File: config.mk
export PLATFORM = sky130hd
export DESIGN_NAME = osr_device_flat
export DESIGN_NICKNAME = d
export VERILOG_FILES = /design/src/osr_pkg.sv /design/src/osr_link_if.sv /design/src/osr_device.sv /design/src/flat_wrapper.sv
export SDC_FILE = /design/constraint.sdc
export NUM_CORES = 2
export LEC_CHECK = 0
export ABC_AREA = 1
export BUFFER_PORTS_ARGS = -buffer_cell sky130_fd_sc_hd__buf_4
export CAP_MARGIN = 20
export CORE_MARGIN = 2
export CORE_UTILIZATION = 45
export CTS_BUF_LIST = sky130_fd_sc_hd__clkbuf_8
export CTS_CLUSTER_SIZE = 10
export DETAILED_ROUTE_END_ITERATION = 8
export MAX_ROUTING_LAYER = met4
export PLACE_DENSITY = 0.67
export SYNTH_ARGS = -nofsm -noshare
export SYNTH_HDL_FRONTEND = slang
export SYNTH_SLANG_ARGS = --single-unit
File: constraint.sdc
create_clock -name clock -period 2.4 [get_ports clock]
set_input_delay 0.6 -clock clock [delete_from_list [all_inputs] [get_ports clock]]
set_output_delay 0.6 -clock clock [all_outputs]
set_load 0.02 [all_outputs]
File: src/osr_pkg.sv
package osr_pkg;
    // Opcodes handled by the device end.
    localparam logic [7:0] OPC_OTP_READ  = 8'h4b;
    localparam logic [7:0] OPC_STAT1     = 8'h05;
    localparam logic [7:0] OPC_STAT2     = 8'h35;
    localparam logic [7:0] OPC_STAT3     = 8'h15;
    localparam logic [7:0] OPC_STAT_IND  = 8'h65;
    // Status register addresses for the indirect read.
    localparam logic [7:0] STAT_ADDR_ONE   = 8'h01;
    localparam logic [7:0] STAT_ADDR_TWO   = 8'h02;
    localparam logic [7:0] STAT_ADDR_THREE = 8'h03;
    localparam logic [7:0] STAT_ADDR_FOUR  = 8'h04;
    localparam logic [7:0] STAT_ADDR_FIVE  = 8'h05;
    // Framing counts in serial clock edges, then OTP pointer width and OTP size in bytes.
    localparam int OPC_BITS      = 8;
    localparam int OTP_ADDR_BITS = 24;
    localparam int OTP_PTR_BITS  = 9;
    localparam int OTP_BYTES     = 512;
    localparam int BYTE_BITS     = 8;
    // Fields of the OTP pointer.
    localparam int OTP_BYTE_MSB  = 6;
    localparam int OTP_SEL_MSB   = 8;
    localparam int OTP_SEL_LSB   = 7;
    // Host clock divider: half period of the serial clock in system cycles.
    // The device answers a falling edge only after about five cycles of sync and
    // shift lag, so a half period under six cycles would make the host sample a stale bit.
    localparam int SCK_HALF_CYC  = 8;
    // Host APB register offsets.
    localparam logic [7:0] REG_CTRL   = 8'h00;
    localparam logic [7:0] REG_CMD    = 8'h04;
    localparam logic [7:0] REG_TXDATA = 8'h08;
    localparam logic [7:0] REG_RXDATA = 8'h0c;
    localparam logic [7:0] REG_STATUS = 8'h10;
    localparam logic [31:0] UNMAPPED_DATA = 32'h0000_0000;
endpackage

File: src/osr_link_if.sv
`timescale 1ns/10ps
interface osr_link_if;
    logic chipSelN;
    logic serClk;
    logic serIn;
    logic serOut;
    logic serOutEn;
    logic serOutWire;

    // Line level seen by the host: low-impedance only while the device drives.
    assign serOutWire = serOutEn ? serOut : 1'b1;

    modport device (
        input  chipSelN,
        input  serClk,
        input  serIn,
        output serOut,
        output serOutEn
    );
    modport host (
        output chipSelN,
        output serClk,
        output serIn,
        input  serOutWire
    );
endinterface

File: src/osr_device.sv
// Register access over APB was chosen for this implementation.
`timescale 1ns/10ps
// Contract
// - OTP read opcode, MSB first, eight clocks
// - 24-bit address, low nine bits used
// - One dummy byte before OTP data
// - One byte per eight clocks, MSB first
// - OTP read runs through all four registers
// - Bits 8:7 register, bits 6:0 byte
// - Direct status reads, no address or dummy
// - Direct status read repeats same byte
// - Each repeat samples live register value
// - Chip select high ends read, output released
// - Indirect read: opcode, address, dummy, data
// - Addresses 01h-05h select status bytes 1-5
// - Address increments after each byte
// - Register 1 data on clocks 24-31
// - Addresses 6-255 return undefined data
// - Eight-bit address wraps FFh to 00h
// - Chip select high ends indirect read immediately
module osr_device #(
    parameter int OTP_DEPTH = osr_pkg::OTP_BYTES
) (
    input  wire logic       clock,
    input  wire logic       nrst,
    osr_link_if.device      link,
    input  wire logic [39:0] statusIn,
    input  wire logic       otpWrEn,
    input  wire logic [8:0] otpWrAddr,
    input  wire logic [7:0] otpWrData,
    output logic [7:0]      lastOpcode
);
    typedef enum logic [5:0] {
        ST_OPC   = 6'b000001,
        ST_ADDR  = 6'b000010,
        ST_DUMMY = 6'b000100,
        ST_DATA  = 6'b001000,
        ST_IDLE  = 6'b010000,
        ST_SKIP  = 6'b100000
    } osr_state_type;

    typedef enum logic [2:0] {
        KIND_OTP  = 3'b001,
        KIND_DIR  = 3'b010,
        KIND_IND  = 3'b100
    } osr_kind_type;

    logic [7:0] otpMem [OTP_DEPTH];
    logic [1:0] csSync_q;
    logic [2:0] sckSync_q;
    logic [1:0] siSync_q;
    logic       csActive;
    logic       sckRise;
    logic       sckFall;
    osr_state_type state_q;
    osr_kind_type  kind_q;
    logic [4:0]  bitCnt_q;
    logic [7:0]  shiftIn_q;
    logic [23:0] addr_q;
    logic [8:0]  otpPtr_q;
    logic [7:0]  statAddr_q;
    logic [1:0]  dirSel_q;
    logic [7:0]  outByte_q;
    logic [2:0]  outBit_q;
    logic        serOut_q;
    logic        serOutEn_q;
    logic [7:0]  shiftNext;
    logic [7:0]  fetchByte;

    // Picks a status byte by its indirect address; other addresses read as zero.
    function automatic logic [7:0] statByte(input logic [7:0] a, input logic [39:0] s);
        case (a)
            osr_pkg::STAT_ADDR_ONE:   statByte = s[7:0];
            osr_pkg::STAT_ADDR_TWO:   statByte = s[15:8];
            osr_pkg::STAT_ADDR_THREE: statByte = s[23:16];
            osr_pkg::STAT_ADDR_FOUR:  statByte = s[31:24];
            osr_pkg::STAT_ADDR_FIVE:  statByte = s[39:32];
            default:                  statByte = 8'h00;
        endcase
    endfunction

    // Link pins come from another domain: two flops, the third only for edges.
    always_ff @(posedge clock or negedge nrst) begin
        if (!nrst) begin
            csSync_q  <= 2'h3;
            sckSync_q <= 3'h0;
            siSync_q  <= 2'h0;
        end else begin
            csSync_q  <= {csSync_q[0], link.chipSelN};
            sckSync_q <= {sckSync_q[1:0], link.serClk};
            siSync_q  <= {siSync_q[0], link.serIn};
        end
    end

    assign csActive  = !csSync_q[1];
    assign sckRise   = sckSync_q[1] && !sckSync_q[2];
    assign sckFall   = !sckSync_q[1] && sckSync_q[2];
    assign shiftNext = {shiftIn_q[6:0], siSync_q[1]};

    // Source of the next output byte, picked by the command kind.
    always_comb begin
        case (kind_q)
            KIND_OTP: fetchByte = otpMem[otpPtr_q];
            KIND_IND: fetchByte = statByte(statAddr_q, statusIn);
            default:  fetchByte = statByte({6'h00, dirSel_q}, statusIn);
        endcase
    end

    // OTP content is loaded by the programming side; reads come from here.
    always_ff @(posedge clock) begin
        if (otpWrEn) begin
            otpMem[otpWrAddr] <= otpWrData;
        end
    end

    // Command sequencer, advanced on rising serial clock edges.
    always_ff @(posedge clock or negedge nrst) begin
        if (!nrst) begin
            state_q    <= ST_IDLE;
            kind_q     <= KIND_OTP;
            bitCnt_q   <= 5'h00;
            shiftIn_q  <= 8'h00;
            addr_q     <= 24'h000000;
            otpPtr_q   <= 9'h000;
            statAddr_q <= 8'h00;
            dirSel_q   <= 2'h0;
            lastOpcode <= 8'h00;
        end else if (!csActive) begin
            state_q  <= ST_OPC;
            bitCnt_q <= 5'h00;
        end else if (sckRise) begin
            bitCnt_q  <= bitCnt_q + 5'h01;
            shiftIn_q <= shiftNext;
            case (state_q)
                ST_OPC: begin
                    if (bitCnt_q == 5'(osr_pkg::OPC_BITS - 1)) begin
                        bitCnt_q   <= 5'h00;
                        lastOpcode <= shiftNext;
                        state_q    <= ST_SKIP;
                        case (shiftNext)
                            osr_pkg::OPC_OTP_READ: begin
                                kind_q  <= KIND_OTP;
                                state_q <= ST_ADDR;
                            end
                            osr_pkg::OPC_STAT_IND: begin
                                kind_q  <= KIND_IND;
                                state_q <= ST_ADDR;
                            end
                            osr_pkg::OPC_STAT1, osr_pkg::OPC_STAT2,
                            osr_pkg::OPC_STAT3: begin
                                kind_q   <= KIND_DIR;
                                state_q  <= ST_DATA;
                                dirSel_q <= (shiftNext == osr_pkg::OPC_STAT1) ? 2'h1 :
                                            (shiftNext == osr_pkg::OPC_STAT2) ? 2'h2 : 2'h3;
                            end
                            default: state_q <= ST_SKIP;
                        endcase
                    end
                end
                ST_ADDR: begin
                    addr_q <= {addr_q[22:0], siSync_q[1]};
                    if ((kind_q == KIND_OTP &&
                         bitCnt_q == 5'(osr_pkg::OTP_ADDR_BITS - 1)) ||
                        (kind_q == KIND_IND &&
                         bitCnt_q == 5'(osr_pkg::BYTE_BITS - 1))) begin
                        bitCnt_q   <= 5'h00;
                        state_q    <= ST_DUMMY;
                        otpPtr_q   <= {addr_q[7:0], siSync_q[1]};
                        statAddr_q <= shiftNext;
                    end
                end
                ST_DUMMY: begin
                    if (bitCnt_q == 5'(osr_pkg::BYTE_BITS - 1)) begin
                        bitCnt_q <= 5'h00;
                        state_q  <= ST_DATA;
                    end
                end
                ST_DATA: begin
                    if (bitCnt_q == 5'(osr_pkg::BYTE_BITS - 1)) begin
                        bitCnt_q <= 5'h00;
                        // Pointer wraps over all four registers, then restarts.
                        otpPtr_q   <= otpPtr_q + 9'h001;
                        statAddr_q <= statAddr_q + 8'h01;
                    end
                end
                ST_SKIP: bitCnt_q <= 5'h00;
                default: state_q <= ST_IDLE;
            endcase
        end
    end

    // Output shifter, changes on falling serial clock edges.
    always_ff @(posedge clock or negedge nrst) begin
        if (!nrst) begin
            outByte_q  <= 8'h00;
            outBit_q   <= 3'h7;
            serOut_q   <= 1'b0;
            serOutEn_q <= 1'b0;
        end else if (!csActive || state_q != ST_DATA) begin
            outBit_q   <= 3'h7;
            serOutEn_q <= 1'b0;
        end else if (sckFall) begin
            serOutEn_q <= 1'b1;
            if (outBit_q == 3'h7) begin
                // A fresh byte is fetched at every byte start, so status is live.
                outByte_q <= fetchByte;
                serOut_q  <= fetchByte[7];
            end else begin
                serOut_q <= outByte_q[outBit_q];
            end
            outBit_q <= outBit_q - 3'h1;
        end
    end

    assign link.serOut   = serOut_q;
    assign link.serOutEn = serOutEn_q;
endmodule

File: src/flat_wrapper.sv
// flat-port wrapper written by rule: the top's interface ports become plain ports
module osr_device_flat 
#(
    parameter int OTP_DEPTH = osr_pkg::OTP_BYTES
)
  (clock, nrst, statusIn, otpWrEn, otpWrAddr, otpWrData, lastOpcode, link_chipSelN, link_serClk, link_serIn, link_serOut, link_serOutEn);
  osr_link_if link_i ();
  input  wire logic clock;
  input  wire logic nrst;
  input  wire logic [39:0] statusIn;
  input  wire logic otpWrEn;
  input  wire logic [8:0] otpWrAddr;
  input  wire logic [7:0] otpWrData;
  output logic [7:0] lastOpcode;
  input wire logic [$bits(link_i.chipSelN)-1:0] link_chipSelN;
  input wire logic [$bits(link_i.serClk)-1:0] link_serClk;
  input wire logic [$bits(link_i.serIn)-1:0] link_serIn;
  output wire logic [$bits(link_i.serOut)-1:0] link_serOut;
  output wire logic [$bits(link_i.serOutEn)-1:0] link_serOutEn;
  assign link_i.chipSelN = link_chipSelN;
  assign link_i.serClk = link_serClk;
  assign link_i.serIn = link_serIn;
  assign link_serOut = link_i.serOut;
  assign link_serOutEn = link_i.serOutEn;
  osr_device #(.OTP_DEPTH(OTP_DEPTH)) u_core (.clock(clock), .nrst(nrst), .link(link_i), .statusIn(statusIn), .otpWrEn(otpWrEn), .otpWrAddr(otpWrAddr), .otpWrData(otpWrData), .lastOpcode(lastOpcode));
endmodule
==> qor.csv <==
stage,metric,value,unit
logic_synthesis,top_reg_cell synth,edfxtp_1,
place,port bufs,72,
flow_run,max-capacitance violation count,0,
detailed_routing,drt total wl,520000,um
power,Power Density,680,mW/mm^2
logic_synthesis,syn avg cell area,11.9,sq um
clocking,Skew-Pair Late Insertion Delay,1.26,ns
die,Cell Rows,225,
clocking,Num CTS Buffers,651,
logic_synthesis,YS warnings,0,
layout,"commonest cells after routing, fill and taps aside","4096 x edfxtp_1, 4049 x nand2_1, 2404 x nand3_1",
setup_path,Crit. Startpoint,u_core.otpPtr_q[0],
power,sequential share of power,58.0,%
grt,vias in the first global route,115010,
layout,Layout area overhead,19.3,%
layout,Layout Cells excl Fill,21375,
clocking,H-Tree Depth,6,
layout,design area,0.203,sq mm
setup_path,reg2reg start,u_core.otpPtr_q[0],
setup_path,worst r2r dst,u_core.outByte_q[5],
place,dpl cells,20095,
clocking,Worst-path clk slew,0.07,ns
timing,Fin. Hold Viols,0,
detailed_routing,DR iter-0 viols,17158,
setup_path,r2r setup slk,-0.66,ns
setup_path,"most used cell, CP",nand2_1,
hold_path,WHS Path Cells,8,
power,Sw Pwr,30.6,mW
logic_synthesis,"Cell Area, Synth",0.170,sq mm
setup_path,critical path depth in cells,16,
die,I/O pins,73,
logic_synthesis,sequential-to-total area share from yosys stat,73.4,%
detailed_routing,drt pass-1 iters,6,
setup_path,crit end category,register,
clocking,CTS tree,done,
timing,Period minus WS final,3.06,ns
die,full die area,0.383,sq mm
setup_path,CP peak stage delay,0.48,ns
hold_path,Hold Crit Class,input port to register,
timing,Final WS setup,-0.664,ns
power,total power,138,mW
layout,post-layout net count,15934,
setup_path,critical path's top delay family,simple AND/OR/NAND/NOR gates,
logic_synthesis,number of synthesized flops with an enable pin,4096,
die,Core Area,0.376,sq mm
setup_path,CP Data Arrival Time,4.21,ns
timing,Max Clock Skew,0.0680,ns
setup_path,crit path to,u_core.outByte_q[5],
detailed_routing,vias per inst,5.69,
clocking,Num Clock Sinks,4172,
timing,max-slew violations,0,
status,failing checks,setup timing,
setup_path,critical-path cell list,buf_4 > buf_12 > buf_12 > buf_4 > o21ai_0 > o22ai_1 > nand2_1 > nand2_1 > nand3_1 > nand3_2 > nand3_2 > nand2_1 > nand2_1 > nand2_1 > nand3_1 > a21oi_1,
logic_synthesis,Post-Syn Instances,14312,
grt,initial antenna violation count,24,
timing,Worst Tran Pin Value,0.811,ns
logic_synthesis,"FFs w/ async S/R, synth",1.82,%
grt,first-pass GRT wire length,750000,um
logic_synthesis,synth top area cells,"edfxtp_1 72%, nand2_1 9.0%, nand3_1 7.3%",
layout,"commonest non-fill, non-tap cell in the layout",edfxtp_1,
power,maximum vdd drop,0.590,mV
logic_synthesis,share of the synthesized area in the top cell type,72.2,%
die,initial core utilization,45.3,%
timing,unrepaired setup endpoints after global routing,true,
place,Placer Congestion,0.952,
detailed_routing,routed vias,121723,
logic_synthesis,Synth Net Count,14383,
detailed_routing,DRC viols,0,
setup_path,Worst setup SP type,register,
die,die height,619,um
grt,GR Overflow Total,0,
timing,Slew headroom,45.4,%
detailed_routing,Final ANT Viol Nets,0,
grt,largest net degree at the start of global routing,121,
grt,GRT Total Usage,27.1,%
clocking,Root Buffer,clkbuf_8,
power,Lkg Pwr,74.8,nW
timing,# setup viols final,13,
power,Int Power,108,mW
place,pre-CTS WS,-0.932,ns
power,Switching Share,22.1,%
clocking,Max clock buf depth,4,
layout,fill cell count,30800,
timing,Tcrit/Tclk final,128,%
die,width of the die,619,um
setup_path,CP max stage cell,dfrtp_4,
logic_synthesis,Synth cell types,45,
place,HPWL after DPL,322000,um
setup_path,WS Path Type,register to register,
place,Placement Cell Area,0.189,sq mm
timing,fmax,326,MHz
logic_synthesis,Yosys reg bits,4172,
power,combinational power share,1.8,%
logic_synthesis,Synth area leader,edfxtp_1,
setup_path,worst path bufs/invs,4,
setup_path,FF-to-FF path depth,16,
power,Clock power frac,40.2,%
layout,share of layout cells above drive strength 1,17.0,%
setup_path,worst path required time,3.55,ns
detailed_routing,wire length per cell,24.3,um
status,status,finished with violations,
setup_path,CP max FO,36,
==> flip-flops by register name, indices dropped and copies added, names as in the netlist, 6 cells and up <==
register and cells:
u_core.state_q 6, u_core.outByte_q 8, u_core.statAddr_q 8, u_core.addr_q 8, u_core.otpPtr_q 9, u_core.shiftIn_q 7, u_core.lastOpcode 8, u_core.otpMem 4096
==> per-layer routing <==
| layer | vias up | global-route usage, % | share of wire [%] |
|---|---|---|---|
| met4 | 0 | 11.0 | 4.2 |
| met5 | - | - | 0 |
| met1 | 58813 | 36.1 | 38 |
| met3 | 1142 | 5.32 | 12 |
| li1 | 54051 | - | - |
| met2 | 7717 | 40.8 | 46 |
==> cells by family (layout without fill, tap and decap cells) <==
| family | after synthesis | count (layout) | synth area share (%) |
|---|---|---|---|
| AND/OR/NAND/NOR | 7663 | 7663 | 18.8 |
| flip-flops | 4172 | 4172 | 73.4 |
| AO/OA/AOI/OAI | 1320 | 1320 | 4.26 |
| buffers and inverters | 1140 | 3188 | 3.44 |
| adder cells (fa/ha/maj) | 8 | 8 | 0.0588 |
| XOR/XNOR | 7 | 7 | 0.0360 |
| multiplexers | 2 | 2 | 0.0132 |
| other | 0 | 21 | 0 |
==> layout make-up <==
cell class / instances / area (sq um) / area share (%)
Timing Repair inverter: 1 / 16.3 / 0.00800
Clock buffer: 663 / 9130 / 4.49
Tap cell: 4994 / 6250 / 3.07
Clock inverter: 487 / 2680 / 1.32
Timing Repair Buffer: 1859 / 19000 / 9.36
Antenna cell: 21 / 52.6 / 0.0259
Sequential cell: 4172 / 125000 / 61.5
Multi-Input combinational cell: 9000 / 40400 / 19.9
Inverter: 178 / 766 / 0.377
==> synthesized netlist by cell type (3+ instances only) <==
cell      count
a211oi_1     18
a21boi_0     55
a21boi_1      8
a21oi_1     436
a221oi_1      6
a22oi_1       8
a31oi_1       3
buf_1        98
buf_2       432
buf_4       165
buf_6        51
clkbuf_1    214
dfrtp_1      69
dfstp_2       7
edfxtp_1   4096
ha_1          8
inv_1       165
inv_2        10
nand2_1    4075
nand3_1    2496
nand4_1       6
nor2_1      983
nor3_1       86
nor4_1        3
o211ai_1     53
o21ai_0     510
o21ai_1      21
o22ai_1     194
or2_2         6
xor2_1        7
==> how the worst min path moves through the flow <==
stage                                    from  slack, ns                  end
after global routing              link_serClk       0.07  u_core.sckSync_q[0]
after CTS                        statusIn[39]      0.002  u_core.outByte_q[7]
after global placement    u_core.sckSync_q[0]       0.34  u_core.sckSync_q[1]
after detailed placement  u_core.sckSync_q[0]       0.35  u_core.sckSync_q[1]
final                            statusIn[14]       0.09  u_core.outByte_q[6]
after floorplan                          nrst       0.30     u_core.addr_q[0]
==> metrics by stage <==
step	utilization [%]	TNS, ns	hold WS, ns
after CTS	53.6	-6.40	0.00190
after global routing	54.0	-7.79	0.0733
final	54.0	-6.33	0.0903
after global placement	50.1	-13.33	0.337
after floorplan	-	0	0.304
after detailed placement	50.1	-18.36	0.350
==> what timing repair did <==
action                     in CTS  in global routing
hold buffers                   46                  0
gates resized for setup        96                174
hold endpoints to repair      838                  0
cloned                          8                 15
buffers inserted               15                 26
pin swaps                       0                 16
setup endpoints to repair      22                 45
==> worst reg2reg max path, delay by kind of cell (launching register included) <==
kind / cells / cell delay, ns
AO/OA/AOI/OAI: 3 / 0.44
AND/OR/NAND/NOR: 9 / 1.19
flip-flops: 1 / 0.48
buffers and inverters: 4 / 0.84
==> power by group through the flow <==
stage | combinational, mW | clock, mW | sequential (mW)
after CTS | 2.47 | 56.0 | 80.1
after detailed placement | 2.41 | 0 | 81.7
after global placement | 2.37 | 0 | 81.7
final | 2.52 | 55.5 | 80.2
after floorplan | 0.218 | 0 | 81.7
after global routing | 2.60 | 59.0 | 80.1
No activity file was read; power rests on OpenSTA's default activity.
